--- config.mk ---
export PLATFORM = sky130hd
export DESIGN_NAME = interrupt_priority_resolver
export DESIGN_NICKNAME = d
export VERILOG_FILES = /design/src/verilog/irq_resolver_pkg.sv /design/src/verilog/interrupt_priority_resolver.sv
export VERILOG_INCLUDE_DIRS = /design/src /design/src/verilog
export SDC_FILE = /design/constraint.sdc
export NUM_CORES = 1
export LEC_CHECK = 0
export BUFFER_PORTS_ARGS = -buffer_cell sky130_fd_sc_hd__clkbuf_2
export CAP_MARGIN = 10
export CORE_MARGIN = 10
export CORE_UTILIZATION = 45
export CTS_CLUSTER_DIAMETER = 40
export DETAILED_ROUTE_END_ITERATION = 8
export PLACE_DENSITY = 0.75
export SLEW_MARGIN = 30
export SYNTH_ARGS = -nofsm -noshare
export SYNTH_HDL_FRONTEND = slang
export SYNTH_SLANG_ARGS = --single-unit
--- constraint.sdc ---
create_clock -name sys_clk -period 2.4 [get_ports sys_clk]
set_input_delay 0.36 -clock sys_clk [delete_from_list [all_inputs] [get_ports sys_clk]]
set_output_delay 0.36 -clock sys_clk [all_outputs]
set_load 0.01 [all_outputs]
--- src/verilog/irq_resolver_defs.svh ---
// Constants for the interrupt priority resolver and its mode register
`ifndef IRQ_RESOLVER_DEFS_SVH
`define IRQ_RESOLVER_DEFS_SVH

// Priority and mode register address
`define PMR_ADDR 16'h103C
// Field positions within the priority and mode register
`define PMR_BOOT_BIT 7
`define PMR_SPECIAL_BIT 6
`define PMR_MODE_A_BIT 5
`define PMR_VIS_BIT 4
`define PMR_SEL_MSB 3
`define PMR_SEL_LSB 0
// Reset value of the priority select field
`define SEL_RESET 4'h5
// Reserved select code and the source it falls back to
`define SEL_RESERVED 4'h5
`define SEL_EXTERNAL 4'h6
// Boot ROM window, 192 bytes
`define BOOT_ROM_LO 16'hBF40
`define BOOT_ROM_HI 16'hBFFF
// Index of the last stacked byte (condition codes)
`define STACK_LAST 4'h8
// Read data for an unmapped address
`define UNMAPPED_DATA 8'h00

`endif

--- src/verilog/irq_resolver_pkg.sv ---
// Types shared by the interrupt priority resolver
package irq_resolver_pkg;

    // Source chosen by the resolution step
    typedef enum logic [2:0] {
        SRC_NONE,
        SRC_RESET,
        SRC_CLK_MON,
        SRC_WATCHDOG,
        SRC_SWI,
        SRC_ILLEGAL,
        SRC_NMI,
        SRC_MASKABLE
    } src_t;

    // Stack bytes, in push order
    typedef enum logic [3:0] {
        STK_PCL, STK_PCH, STK_IYL, STK_IYH, STK_IXL, STK_IXH,
        STK_ACCA, STK_ACCB, STK_CCR
    } stack_item_t;

endpackage : irq_resolver_pkg

--- src/verilog/interrupt_priority_resolver.sv ---
// Interrupt stacking, priority resolution and mode register
`timescale 1ns/1ns
`include "irq_resolver_defs.svh"

// Functional notes
// - Resolve pending requests only after condition codes pushed
// - Newer higher request wins at resolution time
// - Fixed order: reset, clock, watchdog, illegal, pin
// - Fetched software interrupt ranks just below reset
// - Select field promotes one maskable source
// - Nonmaskable sources outrank the promoted source
// - Promoted source still obeys enables and mask
// - Promotion never changes the fetched vector
// - Codes 0-7: timer, pulse, spi, serial, external, rti
// - Codes 8-15: input captures 1-3, compares 1-5
// - Register always readable; upper bits need special
// - Select field writable only while mask set
// - Boot ROM at BF40-BFFF only when enabled
// - Boot enable zero after test reset, settable
// - Special flag clears but never sets again
// - Mode A bit writable only in special mode
// - Read visibility writable in special, else zero
// - Visibility drives internal reads onto external bus
// - Return unstacks everything, program counter last
// - Push PCL,PCH,IYL,IYH,IXL,IXH,A,B,CONDITION_CODE_REGISTER in order
// - Maskable sets I; pin sets I and X
module interrupt_priority_resolver #(
    parameter int MASK_SRCS = 16
) (
    // Clock and reset
    input wire logic sys_clk,
    input wire logic rst,
    // Mode straps caught at reset
    input wire logic strap_special,
    input wire logic strap_mode_a,
    // Register port
    input wire logic [15:0] reg_addr,
    input wire logic [7:0] reg_wdata,
    input wire logic reg_wr,
    input wire logic reg_rd,
    output logic [7:0] reg_rdata_ff,
    // Condition code state from the core
    input wire logic ccr_i_bit,
    input wire logic ccr_x_bit,
    // Requests
    input wire logic reset_req,
    input wire logic clock_monitor_req,
    input wire logic watchdog_failure,
    input wire logic illegal_opcode_req,
    input wire logic nonmaskable_request_pin_n,
    input wire logic [MASK_SRCS-1:0] maskable_req,
    // Core sequencing
    input wire logic entry_start,
    input wire logic software_interrupt_instr,
    input wire logic return_from_interrupt_instr,
    // Stack traffic
    output logic push_strobe_ff,
    output logic pull_strobe_ff,
    output irq_resolver_pkg::stack_item_t stack_item_ff,
    output logic unstack_done_ff,
    // Vector selection
    output logic vector_valid_ff,
    output irq_resolver_pkg::src_t vector_src_ff,
    output logic [3:0] vector_mask_idx_ff,
    output logic set_i_ff,
    output logic set_x_ff,
    // Memory map and external bus
    input wire logic [15:0] cpu_addr,
    input wire logic internal_read,
    input wire logic [7:0] internal_rdata,
    output logic boot_rom_sel_ff,
    output logic ext_data_oe_ff,
    output logic [7:0] ext_data_out_ff,
    // Mode state
    output logic special_mode_flag_ff,
    output logic mode_a_select_ff
);
    import irq_resolver_pkg::*;
    ////////////////////////////////////////////////////////////////////////
    // Declarations
    typedef enum logic [2:0] {
        ST_IDLE, ST_PUSH, ST_RESOLVE, ST_PULL
    } seq_state_t;

    seq_state_t state_ff;
    logic [3:0] count_ff;
    logic boot_rom_enable_ff;
    logic internal_read_visibility_ff;
    logic [3:0] priority_select_field_ff;
    logic swi_lock_ff;
    logic i_entry_ff;
    logic x_entry_ff;
    logic [7:0] pmr_value;
    logic pmr_wr;
    logic mask_found;
    logic [3:0] mask_idx;
    src_t nxt_src;

    // Ranks 0-9 give codes 6-15, ranks 10-14 give codes 0-4
    function automatic logic [3:0] default_code(input logic [3:0] rank);
        return (rank < 4'hA) ? rank + 4'h6 : rank - 4'hA;
    endfunction : default_code

    // Map a select code to the source it promotes
    function automatic logic [3:0] promoted_code(input logic [3:0] sel);
        return (sel == `SEL_RESERVED) ? `SEL_EXTERNAL : sel;
    endfunction : promoted_code

    ////////////////////////////////////////////////////////////////////////
    // Priority and mode register
    assign pmr_wr = reg_wr && (reg_addr == `PMR_ADDR);
    // Visibility reads as zero at once when the special flag drops
    assign pmr_value = {boot_rom_enable_ff, special_mode_flag_ff,
                        mode_a_select_ff, (internal_read_visibility_ff &&
                        special_mode_flag_ff), priority_select_field_ff};

    // Special flag: straps at reset, clear-only afterwards
    always_ff @(posedge sys_clk) begin
        if (rst) begin
            special_mode_flag_ff <= strap_special;
        end else if (pmr_wr && !reg_wdata[`PMR_SPECIAL_BIT]) begin
            special_mode_flag_ff <= 1'b0;
        end
    end

    // Upper bits, writable in special mode only
    always_ff @(posedge sys_clk) begin
        if (rst) begin
            mode_a_select_ff <= strap_mode_a;
            boot_rom_enable_ff <= strap_special && !strap_mode_a;
            internal_read_visibility_ff <= 1'b0;
        end else begin
            if (pmr_wr && special_mode_flag_ff) begin
                mode_a_select_ff <= reg_wdata[`PMR_MODE_A_BIT];
                boot_rom_enable_ff <= reg_wdata[`PMR_BOOT_BIT];
            end
            if (!special_mode_flag_ff) begin
                internal_read_visibility_ff <= 1'b0;
            end else if (pmr_wr) begin
                internal_read_visibility_ff <= reg_wdata[`PMR_VIS_BIT];
            end
        end
    end

    // Select field, writable only while the maskable bit is set
    always_ff @(posedge sys_clk) begin
        if (rst) begin
            priority_select_field_ff <= `SEL_RESET;
        end else if (pmr_wr && ccr_i_bit) begin
            priority_select_field_ff <=
                reg_wdata[`PMR_SEL_MSB:`PMR_SEL_LSB];
        end
    end

    // Read data, one cycle after the strobe
    always_ff @(posedge sys_clk) begin
        if (rst) begin
            reg_rdata_ff <= `UNMAPPED_DATA;
        end else if (reg_rd && reg_addr == `PMR_ADDR) begin
            reg_rdata_ff <= pmr_value;
        end else begin
            reg_rdata_ff <= `UNMAPPED_DATA;
        end
    end

    ////////////////////////////////////////////////////////////////////////
    // Memory map and read visibility
    // Boot ROM select
    always_ff @(posedge sys_clk) begin
        if (rst) begin
            boot_rom_sel_ff <= 1'b0;
        end else begin
            boot_rom_sel_ff <= boot_rom_enable_ff &&
                cpu_addr >= `BOOT_ROM_LO && cpu_addr <= `BOOT_ROM_HI;
        end
    end

    // Drive internal read data out while visibility is on
    always_ff @(posedge sys_clk) begin
        if (rst) begin
            ext_data_oe_ff <= 1'b0;
            ext_data_out_ff <= 8'h00;
        end else begin
            ext_data_oe_ff <= internal_read_visibility_ff &&
                              special_mode_flag_ff && internal_read;
            ext_data_out_ff <= internal_rdata;
        end
    end

    ////////////////////////////////////////////////////////////////////////
    // Resolution
    // Promoted source first, then default order
    always_comb begin
        logic [3:0] code;
        code = promoted_code(priority_select_field_ff);
        mask_found = 1'b0;
        mask_idx = 4'h0;
        if (maskable_req[code]) begin
            mask_found = 1'b1;
            mask_idx = code;
        end else begin
            for (int r = 0; r < 15; r++) begin
                code = default_code(4'(r));
                if (!mask_found && maskable_req[code]) begin
                    mask_found = 1'b1;
                    mask_idx = code;
                end
            end
        end
    end

    // Fixed order ahead of any maskable source
    always_comb begin
        nxt_src = SRC_NONE;
        if (reset_req) begin
            nxt_src = SRC_RESET;
        end else if (swi_lock_ff) begin
            nxt_src = SRC_SWI;
        end else if (clock_monitor_req) begin
            nxt_src = SRC_CLK_MON;
        end else if (watchdog_failure) begin
            nxt_src = SRC_WATCHDOG;
        end else if (illegal_opcode_req) begin
            nxt_src = SRC_ILLEGAL;
        end else if (!nonmaskable_request_pin_n && !x_entry_ff) begin
            nxt_src = SRC_NMI;
        end else if (mask_found && !i_entry_ff) begin
            nxt_src = SRC_MASKABLE;
        end
    end

    ////////////////////////////////////////////////////////////////////////
    // Sequencer
    // Entry pushes, resolution, and return pulls
    always_ff @(posedge sys_clk) begin
        if (rst) begin
            state_ff <= ST_IDLE;
            count_ff <= 4'h0;
        end else begin
            unique case (state_ff)
                ST_IDLE: begin
                    count_ff <= 4'h0;
                    if (entry_start) begin
                        state_ff <= ST_PUSH;
                    end else if (return_from_interrupt_instr) begin
                        state_ff <= ST_PULL;
                    end
                end
                ST_PUSH: begin
                    count_ff <= count_ff + 4'h1;
                    if (count_ff == `STACK_LAST) begin
                        state_ff <= ST_RESOLVE;
                    end
                end
                ST_RESOLVE: begin
                    state_ff <= ST_IDLE;
                end
                ST_PULL: begin
                    count_ff <= count_ff + 4'h1;
                    if (count_ff == `STACK_LAST) begin
                        state_ff <= ST_IDLE;
                    end
                end
            endcase
        end
    end

    // Mask bits as stacked at entry
    always_ff @(posedge sys_clk) begin
        if (rst) begin
            i_entry_ff <= 1'b1;
            x_entry_ff <= 1'b1;
        end else if (state_ff == ST_IDLE && entry_start) begin
            i_entry_ff <= ccr_i_bit;
            x_entry_ff <= ccr_x_bit;
        end
    end

    // Software interrupt lock until its vector is issued
    always_ff @(posedge sys_clk) begin
        if (rst) begin
            swi_lock_ff <= 1'b0;
        end else if (software_interrupt_instr) begin
            swi_lock_ff <= 1'b1;
        end else if (state_ff == ST_RESOLVE && nxt_src == SRC_SWI) begin
            swi_lock_ff <= 1'b0;
        end
    end

    // Stack strobes and byte selector
    always_ff @(posedge sys_clk) begin
        if (rst) begin
            push_strobe_ff <= 1'b0;
            pull_strobe_ff <= 1'b0;
            stack_item_ff <= STK_PCL;
            unstack_done_ff <= 1'b0;
        end else begin
            push_strobe_ff <= state_ff == ST_PUSH;
            pull_strobe_ff <= state_ff == ST_PULL;
            unstack_done_ff <= state_ff == ST_PULL &&
                               count_ff == `STACK_LAST;
            if (state_ff == ST_PUSH) begin
                stack_item_ff <= stack_item_t'(count_ff);
            end else if (state_ff == ST_PULL) begin
                stack_item_ff <=
                    stack_item_t'(`STACK_LAST - count_ff);
            end
        end
    end

    // Vector and mask-bit updates after resolution
    always_ff @(posedge sys_clk) begin
        if (rst) begin
            vector_valid_ff <= 1'b0;
            vector_src_ff <= SRC_NONE;
            vector_mask_idx_ff <= 4'h0;
            set_i_ff <= 1'b0;
            set_x_ff <= 1'b0;
        end else begin
            vector_valid_ff <= state_ff == ST_RESOLVE;
            set_i_ff <= state_ff == ST_RESOLVE &&
                        nxt_src != SRC_NONE;
            set_x_ff <= state_ff == ST_RESOLVE && nxt_src == SRC_NMI;
            if (state_ff == ST_RESOLVE) begin
                vector_src_ff <= nxt_src;
                vector_mask_idx_ff <= mask_idx;
            end
        end
    end

    ////////////////////////////////////////////////////////////////////////
    // Assertions
    property p_resolve_after_ccr;
        @(posedge sys_clk) disable iff (rst)
        (push_strobe_ff && stack_item_ff == STK_CCR) |=> vector_valid_ff;
    endproperty
    a_resolve_after_ccr: assert property (p_resolve_after_ccr)
        else $error("vector not issued right after condition code push");
    property p_push_sequence;
        @(posedge sys_clk) disable iff (rst)
        (state_ff == ST_IDLE && entry_start) |=> ##1
        (push_strobe_ff && stack_item_ff == STK_PCL) [*1] ##8
        (push_strobe_ff && stack_item_ff == STK_CCR);
    endproperty
    a_push_sequence: assert property (p_push_sequence)
        else $error("push sequence order wrong");
    property p_pull_pc_last;
        @(posedge sys_clk) disable iff (rst)
        unstack_done_ff |-> pull_strobe_ff && stack_item_ff == STK_PCL;
    endproperty
    a_pull_pc_last: assert property (p_pull_pc_last)
        else $error("program counter not pulled last");
    property p_reset_first;
        @(posedge sys_clk) disable iff (rst)
        (state_ff == ST_RESOLVE && reset_req) |=> vector_src_ff == SRC_RESET;
    endproperty
    a_reset_first: assert property (p_reset_first)
        else $error("reset not resolved first");
    property p_nmi_sets_x;
        @(posedge sys_clk) disable iff (rst)
        vector_valid_ff |-> (set_x_ff == (vector_src_ff == SRC_NMI)) &&
            (set_i_ff == (vector_src_ff != SRC_NONE));
    endproperty
    a_nmi_sets_x: assert property (p_nmi_sets_x)
        else $error("mask bits set wrongly after resolution");
    property p_special_mode_flag_no_set;
        @(posedge sys_clk) disable iff (rst)
        !special_mode_flag_ff |=> !special_mode_flag_ff;
    endproperty
    a_special_mode_flag_no_set: assert property (p_special_mode_flag_no_set)
        else $error("special flag set again");
    property p_irv_forced;
        @(posedge sys_clk) disable iff (rst)
        !special_mode_flag_ff |=> !internal_read_visibility_ff;
    endproperty
    a_irv_forced: assert property (p_irv_forced)
        else $error("visibility not forced off");
    property p_psel_locked;
        @(posedge sys_clk) disable iff (rst)
        (pmr_wr && !ccr_i_bit) |=> $stable(priority_select_field_ff);
    endproperty
    a_psel_locked: assert property (p_psel_locked)
        else $error("select field written with mask clear");
    property p_boot_window;
        @(posedge sys_clk) disable iff (rst)
        boot_rom_sel_ff |-> $past(boot_rom_enable_ff) &&
            $past(cpu_addr) >= `BOOT_ROM_LO && $past(cpu_addr) <= `BOOT_ROM_HI;
    endproperty
    a_boot_window: assert property (p_boot_window)
        else $error("boot ROM selected outside its window");
    property p_masked_quiet;
        @(posedge sys_clk) disable iff (rst)
        (state_ff == ST_RESOLVE && i_entry_ff) |=>
            vector_src_ff != SRC_MASKABLE;
    endproperty
    a_masked_quiet: assert property (p_masked_quiet)
        else $error("masked source was vectored");

endmodule : interrupt_priority_resolver

* After elaboration in Yosys (flattened, before gate mapping)
Index checks and enable logic that the tools add are counted.
** Cells by class
- Add/sub/neg operators :: 2
- Order comparisons :: 3
- Bitwise operators :: 2
- Reductions and logical operators :: 61
- Muxes and demuxes :: 72
- Equality and inequality tests :: 11
** Operators by type and width (number)
- $mux 4 :: 18
- $mux 1 :: 39
- $mux 3 :: 12
- $logic_and 1x1->1 :: 31
- $logic_not 1->1 :: 19
- $eq 16x13->1 const B :: 1
- $ge 16x16->1 const B :: 1
- $le 16x16->1 const B :: 1
- $pmux 3 s4 :: 1
- $reduce_bool 2->1 :: 5
- $pmux 4 s2 :: 1
- $eq 3x2->1 const B :: 2
- $eq 3x3->1 const B :: 2
- $reduce_or 2->1 :: 3
- $lt 4x5->1 const B :: 1
- $add 4x1->4 const B :: 1
- $bmux 1 s4 :: 1
- $eq 4x3->1 const B :: 1
- $eq 4x4->1 const B :: 1
- $ne 2x2->1 const B :: 2
- $sub 4x4->4 const A :: 1
- $eq 3x1->1 const B :: 1
- $logic_not 3->1 :: 1
- $ne 3x3->1 const B :: 1
- 3 further kinds :: 4
** Storage, ports and cells
- Output and inout port bits :: 37
- Bits in registers :: 53
- Logic and storage cells :: 174
- Input bits :: 81

* Longest topological paths before layout
Gate-level depths: netlist of run 1.
- Depth after elaboration :: 73
- Gate-level depth with buffers :: 7
- Gate-level depth less buffers :: 6

* Worst setup path before layout of run 1
OpenSTA, ideal clock, no wires.
- Kind :: flip-flop to flip-flop
- Start :: register priority_select_field_ff[3]
- End :: register vector_mask_idx_ff[2]
- Setup time :: 122 ps
- Stages on the path, launching flop included :: 7
- Setup slack :: 664 ps
- Buffers on the path :: 0
- Clock period less this slack :: 1736 ps
- Arrival time :: 1614 ps
- Cells stage by stage :: dfxtp_1 > and3b_1 > mux4_2 > o211a_1 > nor2_2 > nor4b_2 > o21ai_1
** Between the ends
- Cells in the longest elaborated chain, start to end :: 5
** Ends and longest elaborated chain
- from (decl) :: line interrupt_priority_resolver.sv:89 : logic [3:0] priority_select_field_ff;
- from (signal assigned) :: line interrupt_priority_resolver.sv:148 : priority_select_field_ff <= `SEL_RESET;
- from (signal assigned) :: line interrupt_priority_resolver.sv:150 : priority_select_field_ff <=
- $eq 4x3->1 (no line)
- $mux 4 (*) :: line interrupt_priority_resolver.sv:106 : return (sel == `SEL_RESERVED) ? `SEL_EXTERNAL : sel;
- $bmux 1 s4 :: line interrupt_priority_resolver.sv:198 : if (maskable_req[code]) begin
- $mux 1 (not written as such) :: line interrupt_priority_resolver.sv:198
- $mux 4 (*) :: line interrupt_priority_resolver.sv:198
- to (signal assigned) :: line interrupt_priority_resolver.sv:326 : vector_mask_idx_ff <= mask_idx;
- to (decl) :: line interrupt_priority_resolver.sv:64 : output logic [3:0] vector_mask_idx_ff,
Every way passes the cells marked *; elsewhere a longest branch is shown, timed or not. The select of a mux whose other input is x is not followed.
A chain may end at the register's enable or synchronous reset.

* Worst setup path after layout of run 1
- Start :: register priority_select_field_ff[1]
- End :: register vector_mask_idx_ff[2]
The elaborated chain is that of the path after synthesis.

==> impl_metrics.toml, run 1 <==
[run_status]
status = "complete, no violations"

[sta]
slew_viol_final = 0
fin_crit_ns = 1.96
fmax_mhz = 510
tightest_slew_ns = 0.640
finalSetupViolCount = 0
period_share = 0.817
grt_setup_unrepaired = "no"
fin_skew_ns = 0.00708
hold_viol = 0
timing.slew.headroom = 0.573
fin_tns_setup_ns = 0

[cts]
path_clk_slew_ns = 0.09
cts-hold-fix-buffers = 0
insertion_delay_ns = 0.30
clock-sinks = 52
cts_tree = "built"
cts_resized = 0
max-clock-path-buffers = 2
cts-root-buf = "clkbuf_8"
h-tree-depth = 2
cts_made_buffers = 5
post-cts-setup-buffers = 0

[floorplanning]
die_area_mm2 = 0.00848
core_area_mm2 = 0.00507
start_util = 0.461
die_w_um = 92.1
rows = 26
die_h_um = 92.1
io_pins = 118

[layout]
fin_nets = 454
layout-drive-gt1-share = 0.355
diodes = 0
syn2layout_area_growth_pct = 30.7

[route]
vias = 2260
ant_nets = 0
viasPerCell = 5.11
firstDrtPassIters = 4
dr.first_iter.drc_count = 110
wl_um = 6340
wl_per_cell_um = 14.3
drc_errors = 0

[logic_synthesis]
synth.distinct_cells = 49
syn-cell-area_mm2 = 0.00234
syn_area_per_cell_um2 = 8.96
synth_fa_ha_area_frac = 0.0107
synthMuxAreaShare = 0.0819
synth_warnings = 0
yosysSeqAreaShare = 0.458
postSynthCellCount = 261
synth_compound_area_frac = 0.142
ys_ff_latch = 52
synth_top_family_by_area = "simple AND/OR/NAND/NOR gates"
yosys.area_share.simple = 0.255
syn_nets = 344
synthXorXnorAreaFrac = 0.0150
async_flop_share = 0
synth_ff_type = "dfxtp_1"
synth-edff-count = 3

[placement]
port_buffers = 110
gp_congestion = 0.879
hpwl_um = 5220

[grt]
grt_max_degree = 26
grt-ovfl-total = 0
grt_usage = 0.145
grt_pass1_wl_um = 10200
grt_pass1_vias = 2192
antenna_found_initial = 0

[critical_path]
critical_path.max_fanout = 11
required_ns = 2.59
critPathArrivalTime_ns = 2.15
path_class = "reg -> reg"
cp-end-kind = "flop"
startpoint_type = "flop"

[power_and_ir_drop]
peakVddDrop_uv = 257
p_leak_nw = 1.43
total_power_w = 0.00167
p_per_area_mw_per_mm2 = 548

[run]
drv_cap = 0

[worst_hold_path]
hold_class = "in -> reg"
==> routing by layer <==
metal	vias to the layer above	share of wire	routed length, um	GRT usage
li1	1155	-	-	-
met1	1005	0.39	2480	0.159
met2	98	0.48	3060	0.246
met3	2	0.12	753	0.0668
met4	0	0.0060	38	0.0386
met5	-	0	0	0
==> critical path: stages, from the launching register on <==
cell and delay (ns):
dfxtp_1 0.60, mux4_2 0.57, o211a_1 0.27, nor2_2 0.12, nor4b_2 0.21, o21ai_1 0.09
==> cell families (layout without fill, tap and decap cells) <==
| group | count (synthesis) | after routing |
|---|---|---|
| AO/OA/AOI/OAI | 52 | 52 |
| AND/OR/NAND/NOR | 112 | 112 |
| flip-flops | 52 | 52 |
| buffers and inverters | 23 | 134 |
| adder cells (fa/ha/maj) | 2 | 2 |
| multiplexers | 16 | 16 |
| XOR/XNOR | 4 | 4 |
==> layout by cell type (no fill, tap or decap), types with 2 or more instances in the layout <==
cell      synthesis  layout
clkbuf_8          0       5
nand2_1          18      18
mux4_2            2       2
and4_1            2       2
dfxtp_1          49      49
a21oi_1          10      10
nor2_1           27      27
o21ai_0          14      14
nor3b_1           2       2
ha_1              2       2
nor4_1            4       4
a22oi_1           3       3
nor4b_1           2       2
a211o_1           2       2
mux2i_1           9       9
nand4_1           3       3
a31oi_1           4       4
nor2b_1          10      10
buf_4             0       4
nand4b_1          2       2
nand3_1           9       9
a211oi_1          5       5
nand2b_1          4       4
edfxtp_1          3       3
mux2_2            5       5
o211ai_1          4       4
nor3_1           12      12
clkbuf_2          0     110
xnor2_1           3       3
and2_1            7       7
nand3b_1          3       3
inv_1            12      12
==> worst paths after layout <==
path	from	end	slack, ns	cells after the start
worst min register to register	internal_read_visibility_ff$_SDFFE_PP0P_	ext_data_oe_ff$_SDFF_PP0_	0.47	2
worst max register to register	priority_select_field_ff[1]$_SDFFE_PP0P_	vector_mask_idx_ff[2]$_SDFFE_PP0P_	0.44	5
worst max-delay path	priority_select_field_ff[1]$_SDFFE_PP0P_	vector_mask_idx_ff[2]$_SDFFE_PP0P_	0.44	5
worst min-delay path	internal_read	ext_data_oe_ff$_SDFF_PP0_	0.26	3
==> state kept, by name, summed over array words and instances (netlist names) <==
name	count
mode_a_select_ff	1
x_entry_ff	1
state_ff	2
swi_lock_ff	1
ext_data_oe_ff	1
priority_select_field_ff	4
pull_strobe_ff	1
set_x_ff	1
special_mode_flag_ff	1
set_i_ff	1
ext_data_out_ff	8
boot_rom_sel_ff	1
push_strobe_ff	1
stack_item_ff	4
vector_valid_ff	1
internal_read_visibility_ff	1
vector_src_ff	3
vector_mask_idx_ff	4
boot_rom_enable_ff	1
count_ff	4
reg_rdata_ff	8
i_entry_ff	1
unstack_done_ff	1
==> where the power goes <==
group	total, W	internal [W]	switching [W]	leakage, nW
combinational	0.000245	0.000117	0.000128	0.948
clock	0.000498	0.000209	0.000289	0.0485
sequential	0.000931	0.000908	0.0000229	0.429
total	0.00167	0.00123	0.000439	1.43
==> layout make-up <==
class,count,area [um^2]
fill,488,2020
multi-input combinational,186,1180
sequential,52,1070
timing repair buffer,114,581
tap,70,87.6
clock buffer,5,68.8
inverter,12,45.0
clock inverter,3,22.5
==> cell usage after synthesis (7+ instances only) <==
library cell   n  area [um^2]
dfxtp_1       49          981
nor2_1        27          101
nand2_1       18         67.6
o21ai_0       14         70.1
inv_1         12         45.0
nor3_1        12         60.1
a21oi_1       10         50.1
clkbuf_1      10         37.5
nor2b_1       10         62.6
mux2i_1        9         90.1
nand3_1        9         45.0
and2_1         7         43.8
==> stage by stage <==
stage | hold slack, ns | setup WS, ns | cells | util | instance area, um^2
after floorplan | 0.434 | 0.664 | 261 | - | 2340
after global placement | 0.460 | 0.481 | 434 | 0.584 | 2960
after detailed placement | 0.460 | 0.455 | 434 | 0.584 | 2960
after CTS | 0.247 | 0.436 | 442 | 0.602 | 3060
after global routing | 0.249 | 0.295 | 442 | 0.602 | 3060
final | 0.258 | 0.439 | 442 | 0.602 | 3060
Power figures use the tool's default switching activity.
==> inputs of run 2 (changes only) <==
==> constraint.sdc (replaced) <==
create_clock -name sys_clk -period 2 [get_ports sys_clk]
set_input_delay 0.3 -clock sys_clk [delete_from_list [all_inputs] [get_ports sys_clk]]
set_output_delay 0.3 -clock sys_clk [all_outputs]
set_load 0.01 [all_outputs]
==> run 2 against run 1 <==
Net effect: global-route usage grew 0.32 points; design area grew 1.5%; die area is the same; largest power group unchanged.
==> impl_metrics.toml, run 2 (same netlist as run 1, synthesis figures left out) <==
[worst_hold_path]
hold_class = "in -> reg"
hold_path_startpoint = "internal_read"
min_to = "ext_data_oe_ff$_SDFF_PP0_"
min_path_cells = 3

[grt]
grt-ovfl-total = 0
grt_max_degree = 19
antenna_found_initial = 0
grt_usage = 0.148
grt_pass1_wl_um = 10500
grt_pass1_vias = 2289

[sta]
slew_viol_final = 0
fin_skew_ns = 0.00714
fin_crit_ns = 1.82
timing.slew.headroom = 0.673
tightest_slew_ns = 0.489
finalSetupViolCount = 0
whs_ns = 0.196
grt_setup_unrepaired = "no"
fin_tns_setup_ns = 0
period_share = 0.912
fmax_mhz = 549
hold_viol = 0

[power_and_ir_drop]
p_seq_frac = 0.554
power_frac_comb = 0.150
p_switching_w = 0.000530
p_leak_nw = 1.46
total_power_w = 0.00202
power.share.clock = 0.296
cellInternalPower_w = 0.00149
p_per_area_mw_per_mm2 = 650
peakVddDrop_uv = 475
switching_share = 0.263

[cts]
cts-root-buf = "clkbuf_8"
path_clk_slew_ns = 0.09
h-tree-depth = 2
clock-sinks = 52
post-cts-setup-buffers = 0
cts_made_buffers = 5
cts_resized = 0
max-clock-path-buffers = 2
insertion_delay_ns = 0.30
cts_tree = "built"
cts-hold-fix-buffers = 0

[route]
viasPerCell = 5.10
drc_errors = 0
vias = 2286
wl_um = 6560
wl_per_cell_um = 14.7
dr.first_iter.drc_count = 171
ant_nets = 0
firstDrtPassIters = 5

[critical_path]
ff2ff_setup_slack_ns = 0.18
path_class = "reg -> reg"
startpoint_type = "flop"
critical_path.max_fanout = 3
cp-end-kind = "flop"
required_ns = 2.23
critPathArrivalTime_ns = 2.06
worstReg2RegEnd = "vector_mask_idx_ff[3]$_SDFFE_PP0P_"
reg2reg_depth = 6
reg2reg_from = "priority_select_field_ff[0]$_SDFFE_PP1P_"

[layout]
final_common_cell = "clkbuf_2"
finish.instance_area_mm2 = 0.00310
fillers = 462
layout-drive-gt1-share = 0.368
fin_nets = 460
diodes = 0
instances_no_fill = 448
syn2layout_area_growth_pct = 32.6
final_cell_mix = "110 x clkbuf_2, 48 x dfxtp_1, 27 x nor2_1"
reg.largest.list = "ext_data_out_ff x8, reg_rdata_ff x8"

[floorplanning]
rows = 26
die_w_um = 92.1
io_pins = 118
start_util = 0.461
die_h_um = 92.1
die_area_mm2 = 0.00848
core_area_mm2 = 0.00507

[run]
drv_cap = 0

[placement]
placedCellCount = 440
hpwl_um = 5460
gp_congestion = 0.908
postPlaceCellArea_mm2 = 0.00301
port_buffers = 110

[run_status]
status = "complete, no violations"
run 2: power groups by stage:
stage | Sequential (W) | Clock (W) | Combinational (W)
6_report | 0.00112 | 0.000597 | 0.000301
5_1_grt | 0.00112 | 0.000646 | 0.000337
4_1_cts | 0.00112 | 0.000611 | 0.000304
3_5_place_dp | 0.00114 | 0 | 0.000302
3_3_place_gp | 0.00114 | 0 | 0.000297
2_1_floorplan | 0.00115 | 0 | 0.000137
run 2: worst max path at each step:
stage                     cells after the start  slack [ns]                                     start                                 end
after floorplan                               6        0.26  priority_select_field_ff[3]$_SDFFE_PP0P_  vector_mask_idx_ff[2]$_SDFFE_PP0P_
after global placement                        5        0.15  priority_select_field_ff[1]$_SDFFE_PP0P_  vector_mask_idx_ff[2]$_SDFFE_PP0P_
after detailed placement                      7         0.1                          maskable_req[12]       vector_src_ff[2]$_SDFFE_PP0P_
after CTS                                     5        0.11  priority_select_field_ff[1]$_SDFFE_PP0P_  vector_mask_idx_ff[2]$_SDFFE_PP0P_
after global routing                          5        0.12  priority_select_field_ff[1]$_SDFFE_PP0P_  vector_mask_idx_ff[2]$_SDFFE_PP0P_
final                                         6        0.18  priority_select_field_ff[0]$_SDFFE_PP1P_  vector_mask_idx_ff[3]$_SDFFE_PP0P_
run 2: area by class of cell:
class                   count  area [um^2]  area share
clock inverters             3         22.5     0.00726
well taps                  70         87.6      0.0282
clock buffers               5         68.8      0.0222
flip-flops and latches     52         1070       0.346
repair buffers            120          626       0.202
multi-input cells         186         1180       0.380
inverters                  12         45.0      0.0145
run 2: metrics by stage:
stage           util  worst slack (ns)
4_1_cts        0.611             0.109
5_1_grt        0.611             0.119
3_3_place_gp   0.593             0.146
3_5_place_dp   0.593             0.100
6_report       0.611             0.177
2_1_floorplan      -             0.264
run 2: worst max-delay path: stages, from the launching register on:
cell and delay [ns]:
dfxtp_1 0.36, mux4_2 0.51, nand2b_1 0.11, a31oi_1 0.14
a2111oi_0 0.43, nor3_1 0.11, nor2_1 0.11
run 2: routing by layer:
metal	track usage	up-vias	part of all wire	routed length, um
li1	-	1171	-	-
met1	0.161	1010	0.40	2640
met2	0.249	101	0.48	3160
met3	0.0660	4	0.11	702
met4	0.0514	0	0.011	69
met5	0	-	0	0
